[src/include/rts_pkg.sv]
// Purpose: Shared constants and types of the radio top sequencer.
// Assumes: One clock, sys_clk_i at 125 MHz; synchronous reset.
// Notes: Timer durations are given to the device in clock cycles.
package rts_pkg;
  localparam int TW = 24;
  localparam int CLK_MHZ = 125;
  localparam int T1_MIN_US = 64;
  localparam logic [TW-1:0] T1_MIN_CYC = TW'(T1_MIN_US * CLK_MHZ);
  localparam logic [2:0] RXX_SYNC_OFF = 3'h5;
  localparam logic [2:0] RXX_PRE_OFF = 3'h6;
  localparam logic [1:0] START_LOWPWR = 2'h0;
  localparam logic [1:0] RXTO_LOWPWR = 2'h2;
  localparam logic [1:0] PIN_MAP_EVT = 2'h3;
  localparam logic [TW-1:0] CNT_ZERO = 24'h000000;
  typedef enum logic [2:0] {
    RTS_OFF = 3'h0,
    RTS_IDLE = 3'h1,
    RTS_RX = 3'h3,
    RTS_TX = 3'h2,
    RTS_HOLD = 3'h6
  } rts_state_e;
endpackage

[src/include/rts_if.sv]
// Purpose: Joins host end and sequencer end of the radio.
// Assumes: Both ends on sys_clk_i.
// Notes: Configuration is held as loose bits driven by the host.
`timescale 1ns/1ps
interface rts_if;
  logic seq_start;
  logic seq_halt_bit;
  logic low_power_state_select;
  logic [1:0] start_transition_select;
  logic sleep_branch_select;
  logic idle_exit_select;
  logic [2:0] rx_exit_select;
  logic [1:0] rx_expiry_exit_select;
  logic tx_exit_select;
  logic periodic_repeat_enable;
  logic preamble_pin_map_select;
  logic [1:0] pin2_map;
  logic [1:0] pin4_map;
  logic [rts_pkg::TW-1:0] first_interval_timer;
  logic [rts_pkg::TW-1:0] second_interval_timer;
  logic [rts_pkg::TW-1:0] preamble_wait_limit;
  logic seq_running;
  logic radio_rx;
  logic radio_tx;
  logic radio_sleep;
  logic event_pin2;
  logic event_pin4;
  logic tx_launch;
  modport dev (
    input seq_start, seq_halt_bit, low_power_state_select,
    input start_transition_select, sleep_branch_select, idle_exit_select,
    input rx_exit_select, rx_expiry_exit_select, tx_exit_select,
    input periodic_repeat_enable, preamble_pin_map_select,
    input pin2_map, pin4_map, first_interval_timer,
    input second_interval_timer, preamble_wait_limit,
    output seq_running, radio_rx, radio_tx, radio_sleep,
    output event_pin2, event_pin4, tx_launch
  );
  modport host (
    output seq_start, seq_halt_bit, low_power_state_select,
    output start_transition_select, sleep_branch_select, idle_exit_select,
    output rx_exit_select, rx_expiry_exit_select, tx_exit_select,
    output periodic_repeat_enable, preamble_pin_map_select,
    output pin2_map, pin4_map, first_interval_timer,
    output second_interval_timer, preamble_wait_limit,
    input seq_running, radio_rx, radio_tx, radio_sleep,
    input event_pin2, event_pin4, tx_launch
  );
endinterface

[src/rts_seq_dev.sv]
// Purpose: Top sequencer stepping sleep, receive and transmit.
// Assumes: Radio events are one-cycle pulses synchronous to sys_clk_i.
// Notes: Timer values are cycle counts; zero is treated as one cycle.
//        Second_interval_timer runs from each idle exit and first_interval_timer only after it, so a
//        transmit shorter than the period does not stretch it.
`timescale 1ns/1ps
module rts_seq_dev (
  input wire logic sys_clk_i,
  input wire logic rst_i,
  rts_if.dev bus,
  input wire logic preamble_found_event_i,
  input wire logic sync_word_match_event_i,
  input wire logic tx_done_event_i,
  input wire logic frame_ready_i,
  output logic beacon_blocked_o
);
  rts_pkg::rts_state_e state_reg;
  // Down-counters for the two period timers and the preamble wait
  logic [rts_pkg::TW-1:0] t1_reg;
  logic [rts_pkg::TW-1:0] t2_reg;
  logic [rts_pkg::TW-1:0] to_reg;
  logic pre_seen_reg;
  // Decoded timer and exit conditions
  logic t1_exp;
  logic t2_exp;
  logic to_exp;
  logic halt;
  logic rx_done_sync;
  logic rx_done_pre;
  logic rx_timed_out;
  logic go;

  // Timer expiry: count reaching one means the period ran out
  // Stopping at one rather than zero lets a value of zero mean one cycle
  function automatic logic expired(input logic [rts_pkg::TW-1:0] c);
    expired = (c <= rts_pkg::TW'(1));
  endfunction

  assign t1_exp = expired(t1_reg);
  assign t2_exp = expired(t2_reg);
  assign to_exp = expired(to_reg);
  assign halt = bus.seq_halt_bit;
  assign rx_done_sync = (bus.rx_exit_select == rts_pkg::RXX_SYNC_OFF)
                        && sync_word_match_event_i;
  assign rx_done_pre = (bus.rx_exit_select == rts_pkg::RXX_PRE_OFF)
                       && preamble_found_event_i;

  // Preamble wait ran out with nothing heard; an event in the last
  // cycle still counts as in time, so it is excluded here
  assign rx_timed_out = !pre_seen_reg && to_exp && !preamble_found_event_i
                        && bus.rx_expiry_exit_select == rts_pkg::RXTO_LOWPWR;

  // Idle exit: first_interval_timer ran out, which for a value above one can only happen after second_interval_timer did
  assign go = (state_reg == rts_pkg::RTS_IDLE) && t1_exp &&
              bus.sleep_branch_select && !halt;

  // Main sequencer state; halt always wins so the loop can be stopped
  // Halting from any state returns to off, ready for a fresh start
  always_ff @(posedge sys_clk_i)
  begin
    if (rst_i)
      state_reg <= rts_pkg::RTS_OFF;
    else if (halt)
      state_reg <= rts_pkg::RTS_OFF;
    else
    begin
      unique case (state_reg)
        rts_pkg::RTS_OFF:
          if (bus.seq_start &&
              bus.start_transition_select == rts_pkg::START_LOWPWR)
            state_reg <= rts_pkg::RTS_IDLE;
        rts_pkg::RTS_IDLE:
          if (go)
            state_reg <= bus.idle_exit_select ? rts_pkg::RTS_RX
                                              : rts_pkg::RTS_TX;
        // A stop event outranks both timers, so a sync word heard on the
        // last cycle of the window still leaves the receiver on
        rts_pkg::RTS_RX:
          if (rx_done_sync || rx_done_pre)
            state_reg <= rts_pkg::RTS_HOLD;
          else if (rx_timed_out)
            state_reg <= rts_pkg::RTS_IDLE;
          else if (t2_exp)
            state_reg <= rts_pkg::RTS_IDLE;
        rts_pkg::RTS_TX:
          if (tx_done_event_i && !bus.tx_exit_select)
            state_reg <= rts_pkg::RTS_IDLE;
        // Receiver stays on with the sequencer off until the host halts
        rts_pkg::RTS_HOLD:
          state_reg <= rts_pkg::RTS_HOLD;
        default:
          state_reg <= rts_pkg::RTS_OFF;
      endcase
    end
  end

  // First timer: reloaded at each idle exit and held there until the
  // second timer has emptied, then counted down to the next exit. The
  // two add up to one period, whatever time receive took or a transmit took within the period.
  always_ff @(posedge sys_clk_i)
  begin
    if (rst_i)
      t1_reg <= rts_pkg::CNT_ZERO;
    else if (state_reg == rts_pkg::RTS_OFF || go)
      t1_reg <= bus.first_interval_timer;
    else if (t2_reg == rts_pkg::CNT_ZERO && !t1_exp)
      t1_reg <= t1_reg - rts_pkg::TW'(1);
  end

  // Second timer: loaded at each idle exit, runs to zero in any state.
  // Held empty while off so the first period starts with first_interval_timer alone.
  // It also bounds the receive window once a preamble was found.
  always_ff @(posedge sys_clk_i)
  begin
    if (rst_i)
      t2_reg <= rts_pkg::CNT_ZERO;
    else if (state_reg == rts_pkg::RTS_OFF)
      t2_reg <= rts_pkg::CNT_ZERO;
    else if (go)
      t2_reg <= bus.second_interval_timer;
    else if (t2_reg != rts_pkg::CNT_ZERO)
      t2_reg <= t2_reg - rts_pkg::TW'(1);
  end

  // Preamble wait limit, reloaded at every receive start
  // Counting stops at one so the exit test stays true until it is used
  always_ff @(posedge sys_clk_i)
  begin
    if (rst_i)
      to_reg <= rts_pkg::CNT_ZERO;
    else if (state_reg != rts_pkg::RTS_RX)
      to_reg <= bus.preamble_wait_limit;
    else if (!to_exp)
      to_reg <= to_reg - rts_pkg::TW'(1);
  end

  // A preamble inside the window keeps receive until second_interval_timer ends. A
  // preamble on the window's last cycle counts too, matching the exit
  // test, or receive would drop one cycle after it stayed for it.
  always_ff @(posedge sys_clk_i)
  begin
    if (rst_i)
      pre_seen_reg <= 1'b0;
    else if (state_reg != rts_pkg::RTS_RX)
      pre_seen_reg <= 1'b0;
    else if (preamble_found_event_i)
      pre_seen_reg <= 1'b1;
  end

  // Radio mode outputs, registered: they trail the state by one cycle,
  // which keeps every output of the block straight from a flip-flop
  always_ff @(posedge sys_clk_i)
  begin
    if (rst_i)
    begin
      bus.seq_running <= 1'b0;
      bus.radio_rx <= 1'b0;
      bus.radio_tx <= 1'b0;
      bus.radio_sleep <= 1'b0;
    end
    else
    begin
      bus.seq_running <= (state_reg != rts_pkg::RTS_OFF) &&
                         (state_reg != rts_pkg::RTS_HOLD);
      bus.radio_rx <= (state_reg == rts_pkg::RTS_RX) ||
                      (state_reg == rts_pkg::RTS_HOLD);
      bus.radio_tx <= (state_reg == rts_pkg::RTS_TX);
      bus.radio_sleep <= (state_reg == rts_pkg::RTS_IDLE) &&
                         bus.low_power_state_select;
    end
  end

  // Beacon resend: fires on each transmit entry when buffer is reusable
  // A changed or oversized frame blocks the resend; the host must refill
  always_ff @(posedge sys_clk_i)
  begin
    if (rst_i)
    begin
      bus.tx_launch <= 1'b0;
      beacon_blocked_o <= 1'b0;
    end
    else
    begin
      bus.tx_launch <= bus.periodic_repeat_enable && frame_ready_i &&
                       go && !bus.idle_exit_select;
      beacon_blocked_o <= bus.periodic_repeat_enable && !frame_ready_i;
    end
  end

  // Event pin routing; pin 4 needs the extra preamble select bit
  // Pins lag their events by one cycle, like every other output
  always_ff @(posedge sys_clk_i)
  begin
    if (rst_i)
    begin
      bus.event_pin2 <= 1'b0;
      bus.event_pin4 <= 1'b0;
    end
    else
    begin
      bus.event_pin2 <= (bus.pin2_map == rts_pkg::PIN_MAP_EVT) &&
                        sync_word_match_event_i;
      bus.event_pin4 <= (bus.pin4_map == rts_pkg::PIN_MAP_EVT) &&
                        bus.preamble_pin_map_select &&
                        preamble_found_event_i;
    end
  end
endmodule // rts_seq_dev

[src/flat_wrapper.sv]
// flat-port wrapper written by rule: the top's interface ports become plain ports
module rts_seq_dev_flat 
  (sys_clk_i, rst_i, preamble_found_event_i, sync_word_match_event_i, tx_done_event_i, frame_ready_i, beacon_blocked_o, bus_seq_start, bus_seq_halt_bit, bus_low_power_state_select, bus_start_transition_select, bus_sleep_branch_select, bus_idle_exit_select, bus_rx_exit_select, bus_rx_expiry_exit_select, bus_tx_exit_select, bus_periodic_repeat_enable, bus_preamble_pin_map_select, bus_pin2_map, bus_pin4_map, bus_first_interval_timer, bus_second_interval_timer, bus_preamble_wait_limit, bus_seq_running, bus_radio_rx, bus_radio_tx, bus_radio_sleep, bus_event_pin2, bus_event_pin4, bus_tx_launch);
  rts_if bus_i ();
  input wire logic sys_clk_i;
  input wire logic rst_i;
  input wire logic preamble_found_event_i;
  input wire logic sync_word_match_event_i;
  input wire logic tx_done_event_i;
  input wire logic frame_ready_i;
  output logic beacon_blocked_o;
  input wire logic [$bits(bus_i.seq_start)-1:0] bus_seq_start;
  input wire logic [$bits(bus_i.seq_halt_bit)-1:0] bus_seq_halt_bit;
  input wire logic [$bits(bus_i.low_power_state_select)-1:0] bus_low_power_state_select;
  input wire logic [$bits(bus_i.start_transition_select)-1:0] bus_start_transition_select;
  input wire logic [$bits(bus_i.sleep_branch_select)-1:0] bus_sleep_branch_select;
  input wire logic [$bits(bus_i.idle_exit_select)-1:0] bus_idle_exit_select;
  input wire logic [$bits(bus_i.rx_exit_select)-1:0] bus_rx_exit_select;
  input wire logic [$bits(bus_i.rx_expiry_exit_select)-1:0] bus_rx_expiry_exit_select;
  input wire logic [$bits(bus_i.tx_exit_select)-1:0] bus_tx_exit_select;
  input wire logic [$bits(bus_i.periodic_repeat_enable)-1:0] bus_periodic_repeat_enable;
  input wire logic [$bits(bus_i.preamble_pin_map_select)-1:0] bus_preamble_pin_map_select;
  input wire logic [$bits(bus_i.pin2_map)-1:0] bus_pin2_map;
  input wire logic [$bits(bus_i.pin4_map)-1:0] bus_pin4_map;
  input wire logic [$bits(bus_i.first_interval_timer)-1:0] bus_first_interval_timer;
  input wire logic [$bits(bus_i.second_interval_timer)-1:0] bus_second_interval_timer;
  input wire logic [$bits(bus_i.preamble_wait_limit)-1:0] bus_preamble_wait_limit;
  output wire logic [$bits(bus_i.seq_running)-1:0] bus_seq_running;
  output wire logic [$bits(bus_i.radio_rx)-1:0] bus_radio_rx;
  output wire logic [$bits(bus_i.radio_tx)-1:0] bus_radio_tx;
  output wire logic [$bits(bus_i.radio_sleep)-1:0] bus_radio_sleep;
  output wire logic [$bits(bus_i.event_pin2)-1:0] bus_event_pin2;
  output wire logic [$bits(bus_i.event_pin4)-1:0] bus_event_pin4;
  output wire logic [$bits(bus_i.tx_launch)-1:0] bus_tx_launch;
  assign bus_i.seq_start = bus_seq_start;
  assign bus_i.seq_halt_bit = bus_seq_halt_bit;
  assign bus_i.low_power_state_select = bus_low_power_state_select;
  assign bus_i.start_transition_select = bus_start_transition_select;
  assign bus_i.sleep_branch_select = bus_sleep_branch_select;
  assign bus_i.idle_exit_select = bus_idle_exit_select;
  assign bus_i.rx_exit_select = bus_rx_exit_select;
  assign bus_i.rx_expiry_exit_select = bus_rx_expiry_exit_select;
  assign bus_i.tx_exit_select = bus_tx_exit_select;
  assign bus_i.periodic_repeat_enable = bus_periodic_repeat_enable;
  assign bus_i.preamble_pin_map_select = bus_preamble_pin_map_select;
  assign bus_i.pin2_map = bus_pin2_map;
  assign bus_i.pin4_map = bus_pin4_map;
  assign bus_i.first_interval_timer = bus_first_interval_timer;
  assign bus_i.second_interval_timer = bus_second_interval_timer;
  assign bus_i.preamble_wait_limit = bus_preamble_wait_limit;
  assign bus_seq_running = bus_i.seq_running;
  assign bus_radio_rx = bus_i.radio_rx;
  assign bus_radio_tx = bus_i.radio_tx;
  assign bus_radio_sleep = bus_i.radio_sleep;
  assign bus_event_pin2 = bus_i.event_pin2;
  assign bus_event_pin4 = bus_i.event_pin4;
  assign bus_tx_launch = bus_i.tx_launch;
  rts_seq_dev u_core (.sys_clk_i(sys_clk_i), .rst_i(rst_i), .bus(bus_i), .preamble_found_event_i(preamble_found_event_i), .sync_word_match_event_i(sync_word_match_event_i), .tx_done_event_i(tx_done_event_i), .frame_ready_i(frame_ready_i), .beacon_blocked_o(beacon_blocked_o));
endmodule
[config.mk]
export PLATFORM = sky130hd
export DESIGN_NAME = rts_seq_dev_flat
export DESIGN_NICKNAME = d
export VERILOG_FILES = /design/src/include/rts_pkg.sv /design/src/include/rts_if.sv /design/src/rts_seq_dev.sv /design/src/flat_wrapper.sv
export SDC_FILE = /design/constraint.sdc
export NUM_CORES = 1
export LEC_CHECK = 0
export BUFFER_PORTS_ARGS = -buffer_cell sky130_fd_sc_hd__buf_2
export CORE_ASPECT_RATIO = 2
export CORE_UTILIZATION = 25
export DETAILED_ROUTE_END_ITERATION = 8
export SKIP_CTS_REPAIR_TIMING = 1
export SYNTH_ARGS = -nofsm -noshare
export SYNTH_HDL_FRONTEND = slang
export SYNTH_SLANG_ARGS = --single-unit
[constraint.sdc]
create_clock -name sys_clk_i -period 5.2 [get_ports sys_clk_i]
set_input_delay 0.52 -clock sys_clk_i [delete_from_list [all_inputs] [get_ports sys_clk_i]]
set_output_delay 0.52 -clock sys_clk_i [all_outputs]
set_load 0.01 [all_outputs]
# Word-level counts from Yosys, hierarchy flattened
# Cells that the tools add are included.
dict set report word_totals {
  reg_bits 84
  out_inout_bits 8
  wordCells 90
}
dict set report classes {
  n_addsub 3
  order_cmp 3
  n_eq_ne 16
  mux 14
  reduce_logical 41
}
# cell n
set ops {}
lappend ops {{$mux W24} 6}
lappend ops {{$le A24 B1 Y1 const B} 3}
lappend ops {{$sub A24 B1 Y24 const B} 3}
lappend ops {{$logic_not A24 Y1} 1}
lappend ops {{$reduce_bool A24 Y1} 1}
lappend ops {{$logic_and A1 B1 Y1} 20}
lappend ops {{$mux W3} 6}
lappend ops {{$pmux W3 S5} 1}
lappend ops {{$eq A3 B3 Y1 const B} 3}
lappend ops {{$logic_not A1 Y1} 7}
lappend ops {{$eq A2 B2 Y1 const B} 3}
lappend ops {{$eq A3 B2 Y1 const B} 2}
lappend ops {{$ne A2 B1 Y1 const B} 3}
lappend ops {{$reduce_or A2 Y1} 3}
lappend ops {{$ne A4 B1 Y1 const B} 1}
lappend ops {{$reduce_and A4 Y1} 1}
lappend ops {{$reduce_bool A2 Y1} 2}
lappend ops {{$eq A3 B1 Y1 const B} 1}
lappend ops {{$logic_not A3 Y1} 1}
lappend ops {{$logic_or A1 B1 Y1} 3}
lappend ops {{$ne A3 B2 Y1 const B} 1}
lappend ops {{$ne A3 B3 Y1 const B} 1}
lappend ops {{$reduce_bool A3 Y1} 1}
lappend ops {{$logic_not A2 Y1} 1}
lappend ops {{2 further kinds} 2}

# Logic depth before layout (Yosys ltp)
dict set report logic_depth {
  depth_word 7
  ltp_mapped 10
  depth_no_buf 8
}

# Least setup slack after synthesis
# OpenSTA, ideal clock, no wires.
dict set report synth_timing {
  kind {register to register}
  startpoint {register u_core.t2_reg[0] (netlist bit)}
  endpoint {register u_core.t1_reg[14] (netlist bit)}
  setup_time_ns 0.137
  t_arrival_ns 2.177
  setup_slack_ns 2.886
  path_stages_with_launch 10
  path_buffers 1
  path_cell_list {dfxtp_1 -> inv_1 -> ha_1 -> buf_4 -> or4b_1 -> and4b_2 -> o211ai_2 -> or4_1 -> a21oi_1 -> a211oi_1}
}
dict set report synth_via {
  elab_chain_cells 3
}
# item line
set synth_lines {}
lappend synth_lines {{start, declared} rts_seq_dev.sv:20} ;# logic [rts_pkg::TW-1:0] t2_reg;
lappend synth_lines {{start signal, assigned} rts_seq_dev.sv:116} ;# t2_reg <= rts_pkg::CNT_ZERO;
lappend synth_lines {{start signal, assigned} rts_seq_dev.sv:118} ;# t2_reg <= rts_pkg::CNT_ZERO;
lappend synth_lines {{start signal, assigned} rts_seq_dev.sv:120} ;# t2_reg <= bus.second_interval_timer;
lappend synth_lines {{$logic_not A24 Y1} rts_seq_dev.sv:106} ;# else if (t2_reg == rts_pkg::CNT_ZERO && !t1_exp)
lappend synth_lines {{$logic_and A1 B1 Y1} rts_seq_dev.sv:106}
lappend synth_lines {{$reduce_bool A2 Y1 (no source line)} -}
lappend synth_lines {{end signal, assigned} rts_seq_dev.sv:103} ;# t1_reg <= rts_pkg::CNT_ZERO;
lappend synth_lines {{end signal, assigned} rts_seq_dev.sv:105} ;# t1_reg <= bus.first_interval_timer;
lappend synth_lines {{end signal, assigned} rts_seq_dev.sv:107} ;# t1_reg <= t1_reg - rts_pkg::TW'(1);
lappend synth_lines {{end, declared} rts_seq_dev.sv:19} ;# logic [rts_pkg::TW-1:0] t1_reg;
# Every way passes these cells.
# A chain may end at the register's enable or synchronous reset.

# Final worst setup path
# Same ends and word-level chain as after synthesis.

==> metrics.yaml <==
global_route:
  antenna_found_initial: 0
  grt_pass1_vias: 4761
  grt_usage_pct: 15.6
  grt_pass1_wl_um: 23500
  grt_overflow: 0
  grt_start_max_net_pins: 41
critical_path:
  path_class: "flop to flop"
  path_max_fanout: 11
  cp_slowest_cell: "or4_1"
  max_stage_delay_ns: 0.57
  cp-end-kind: "flop"
  critPathLaunchType: "flop"
  crit_required_ns: 5.41
  path_cells: "inv_1 > ha_1 > or4b_1 > and4b_2 > o211ai_2 > or4_1 > a21oi_1 > a211oi_1"
  arrival_ns: 3.12
cts:
  cts_buffers: 9
  clk_path_buf_depth: 2
  clk_latency_ns: 0.35
  cts_tree: "yes"
  cts.clk_slew.worst_paths_ns: 0.07
  cts_root_buf: "clkbuf_16"
  htreeDepth: 3
  cts_sinks: 84
pwr:
  power.total_mw: 1.48
  ir_worst_vdd_uv: 125
  p_per_area_nw_per_um2: 257
  cellLeakagePower_nw: 2.30
floorplan:
  fp.dieW_um: 99.4
  initial_core_util_pct: 25.8
  die_height_um: 197
  ios: 105
  fp-row-count: 70
  coreArea_um2: 18400
  die_area_um2: 19600
synth:
  ys_seq_elements: 84
  yosys.area.top_type_share_pct: 35.4
  syn_area_um2: 4740
  synth_common_cells: "84 x dfxtp_1, 67 x nor2_1, 60 x nand2_1, 49 x a21oi_1, 33 x o21ai_0"
  seq_area_frac_synth_pct: 35.4
  syn_inst: 595
  ys_async_sr_fraction_pct: 0
  yosysUniqueCellTypes: 62
  synth_top_area_cell: "dfxtp_1"
  synth-main-ff-cell: "dfxtp_1"
  yosysMostFrequentCell: "dfxtp_1"
  avgSynthCellArea_um2: 7.97
  ys_warn_count: 0
  synth_nets: 698
  synth_edf_count: 0
  synth.area.top_cells: "dfxtp_1 35%, nor2_1 5.3%, a21oi_1 5.2%, nand2_1 4.7%, xnor2_1 4.4%"
sta:
  rsz0062_at_grt: "false"
  fin_setup_tns_ns: 0
  finalMaxSlewViolations: 0
  hold_ws_ns: 0.348
  finalHoldViolations: 0
  fmax_mhz: 343
  fin_crit_ns: 2.92
  fin_crit_sh_pct: 56.1
  max_slew_margin_pct: 35.3
  setup_viol: 0
  tightest_slew_ns: 0.968
  skew_ns: 0.00812
route:
  drtIter0Drc: 176
  drcViolationCount: 0
  wl_per_cell_um: 16.6
  via_count: 4761
  via_per_inst: 5.23
  ant_nets: 0
  firstDrtPassIters: 5
  drt-total-wl_um: 15100
place:
  hpwl_um: 11700
  dpl-instance-area_um2: 5460
  port_buffers: 104
  place_inst: 894
  gp_congestion: 0.833
layout:
  final_cells: 910
  antenna_cells: 0
  fillers: 2005
  final_cell_area_um2: 5730
  multiInputGateArea_um2: 2890
  syn_to_final_growth_pct: 20.8
  seqCellArea_um2: 1680
  drive_above_1_share_pct: 21.6
  nNetsFinal: 792
run_status:
  outcome: "completed"
hold_path:
  worstHoldPathType: "input pin to flop"
flow_run:
  maxCapViolations: 0
[placed cells by master (no fill, tap or decap), types with 9 or more instances in the layout]
| cell type | count |
|---|---|
| a21oi_1 | 49 |
| xor2_1 | 18 |
| nor3_1 | 29 |
| inv_1 | 13 |
| o21ai_0 | 33 |
| nand2_1 | 60 |
| dfxtp_1 | 84 |
| a211oi_1 | 11 |
| buf_2 | 104 |
| clkbuf_16 | 9 |
| xnor2_1 | 24 |
| nand3_1 | 29 |
| nor4_1 | 13 |
| o21ai_1 | 11 |
| nor2_1 | 66 |
[where the power goes]
part           switching [mW]  internal, mW  total (mW)
sequential             0.0281         0.667       0.695
combinational          0.0915        0.0779       0.169
clock                   0.286         0.325       0.611
[kinds of logic after synthesis]
kind of cell	count (synthesis)	share of synthesized area, %
adders and majority gates	6	1.58
AOI/OAI and AO/OA	147	19.3
and+or+nand+nor	268	30.5
DFF	84	35.4
buffers and inverters	40	3.67
xor gates and xnor gates	42	7.75
muxes	8	1.74
[through the flow]
stage / setup WS (ns) / utilization (%)
2_1_floorplan: 2.89 / -
3_3_place_gp: 2.27 / 29.7
3_5_place_dp: 2.19 / 29.7
4_1_cts: 2.28 / 31.2
5_1_grt: 2.16 / 31.2
6_report: 2.28 / 31.2
[layer usage]
| metal | routed length (um) | share of wire, % | vias to the layer above | track usage, % |
|---|---|---|---|---|
| met1 | 5540 | 37 | 2244 | 15.2 |
| met4 | 674 | 4.5 | 0 | 9.86 |
| met5 | 0 | 0 | - | 0 |
| met2 | 8320 | 55 | 123 | 29.7 |
| li1 | - | - | 2358 | - |
| met3 | 590 | 3.9 | 36 | 2.59 |
[critical path: cells and delay by family (launching register included)]
family	cells	cell delay, ns
buffers and inverters	1	0.07
and+or+nand+nor	3	1.43
adders and majority gates	1	0.33
DFF	1	0.36
AOI/OAI and AO/OA	3	0.56
[path summary, 6_finish.rpt]
path,from,to,slack [ns],cells past startpoint
setup reg to reg,u_core.t2_reg[0],u_core.t1_reg[14],2.28,8
setup / recovery,u_core.t2_reg[0],u_core.t1_reg[14],2.28,8
hold / removal,frame_ready_i,u_core.beacon_blocked_o,0.35,2
hold reg to reg,u_core.to_reg[17],u_core.to_reg[17],0.49,2
[layout make-up]
class | count | share of cell area (%)
clock buffer | 9 | 3.93
sequential | 84 | 29.3
inverter | 13 | 0.851
tap | 216 | 4.71
timing repair buffer | 110 | 9.86
multi-input combinational | 471 | 50.4
clock inverter | 7 | 0.873
(Power assumes the default switching activity.)
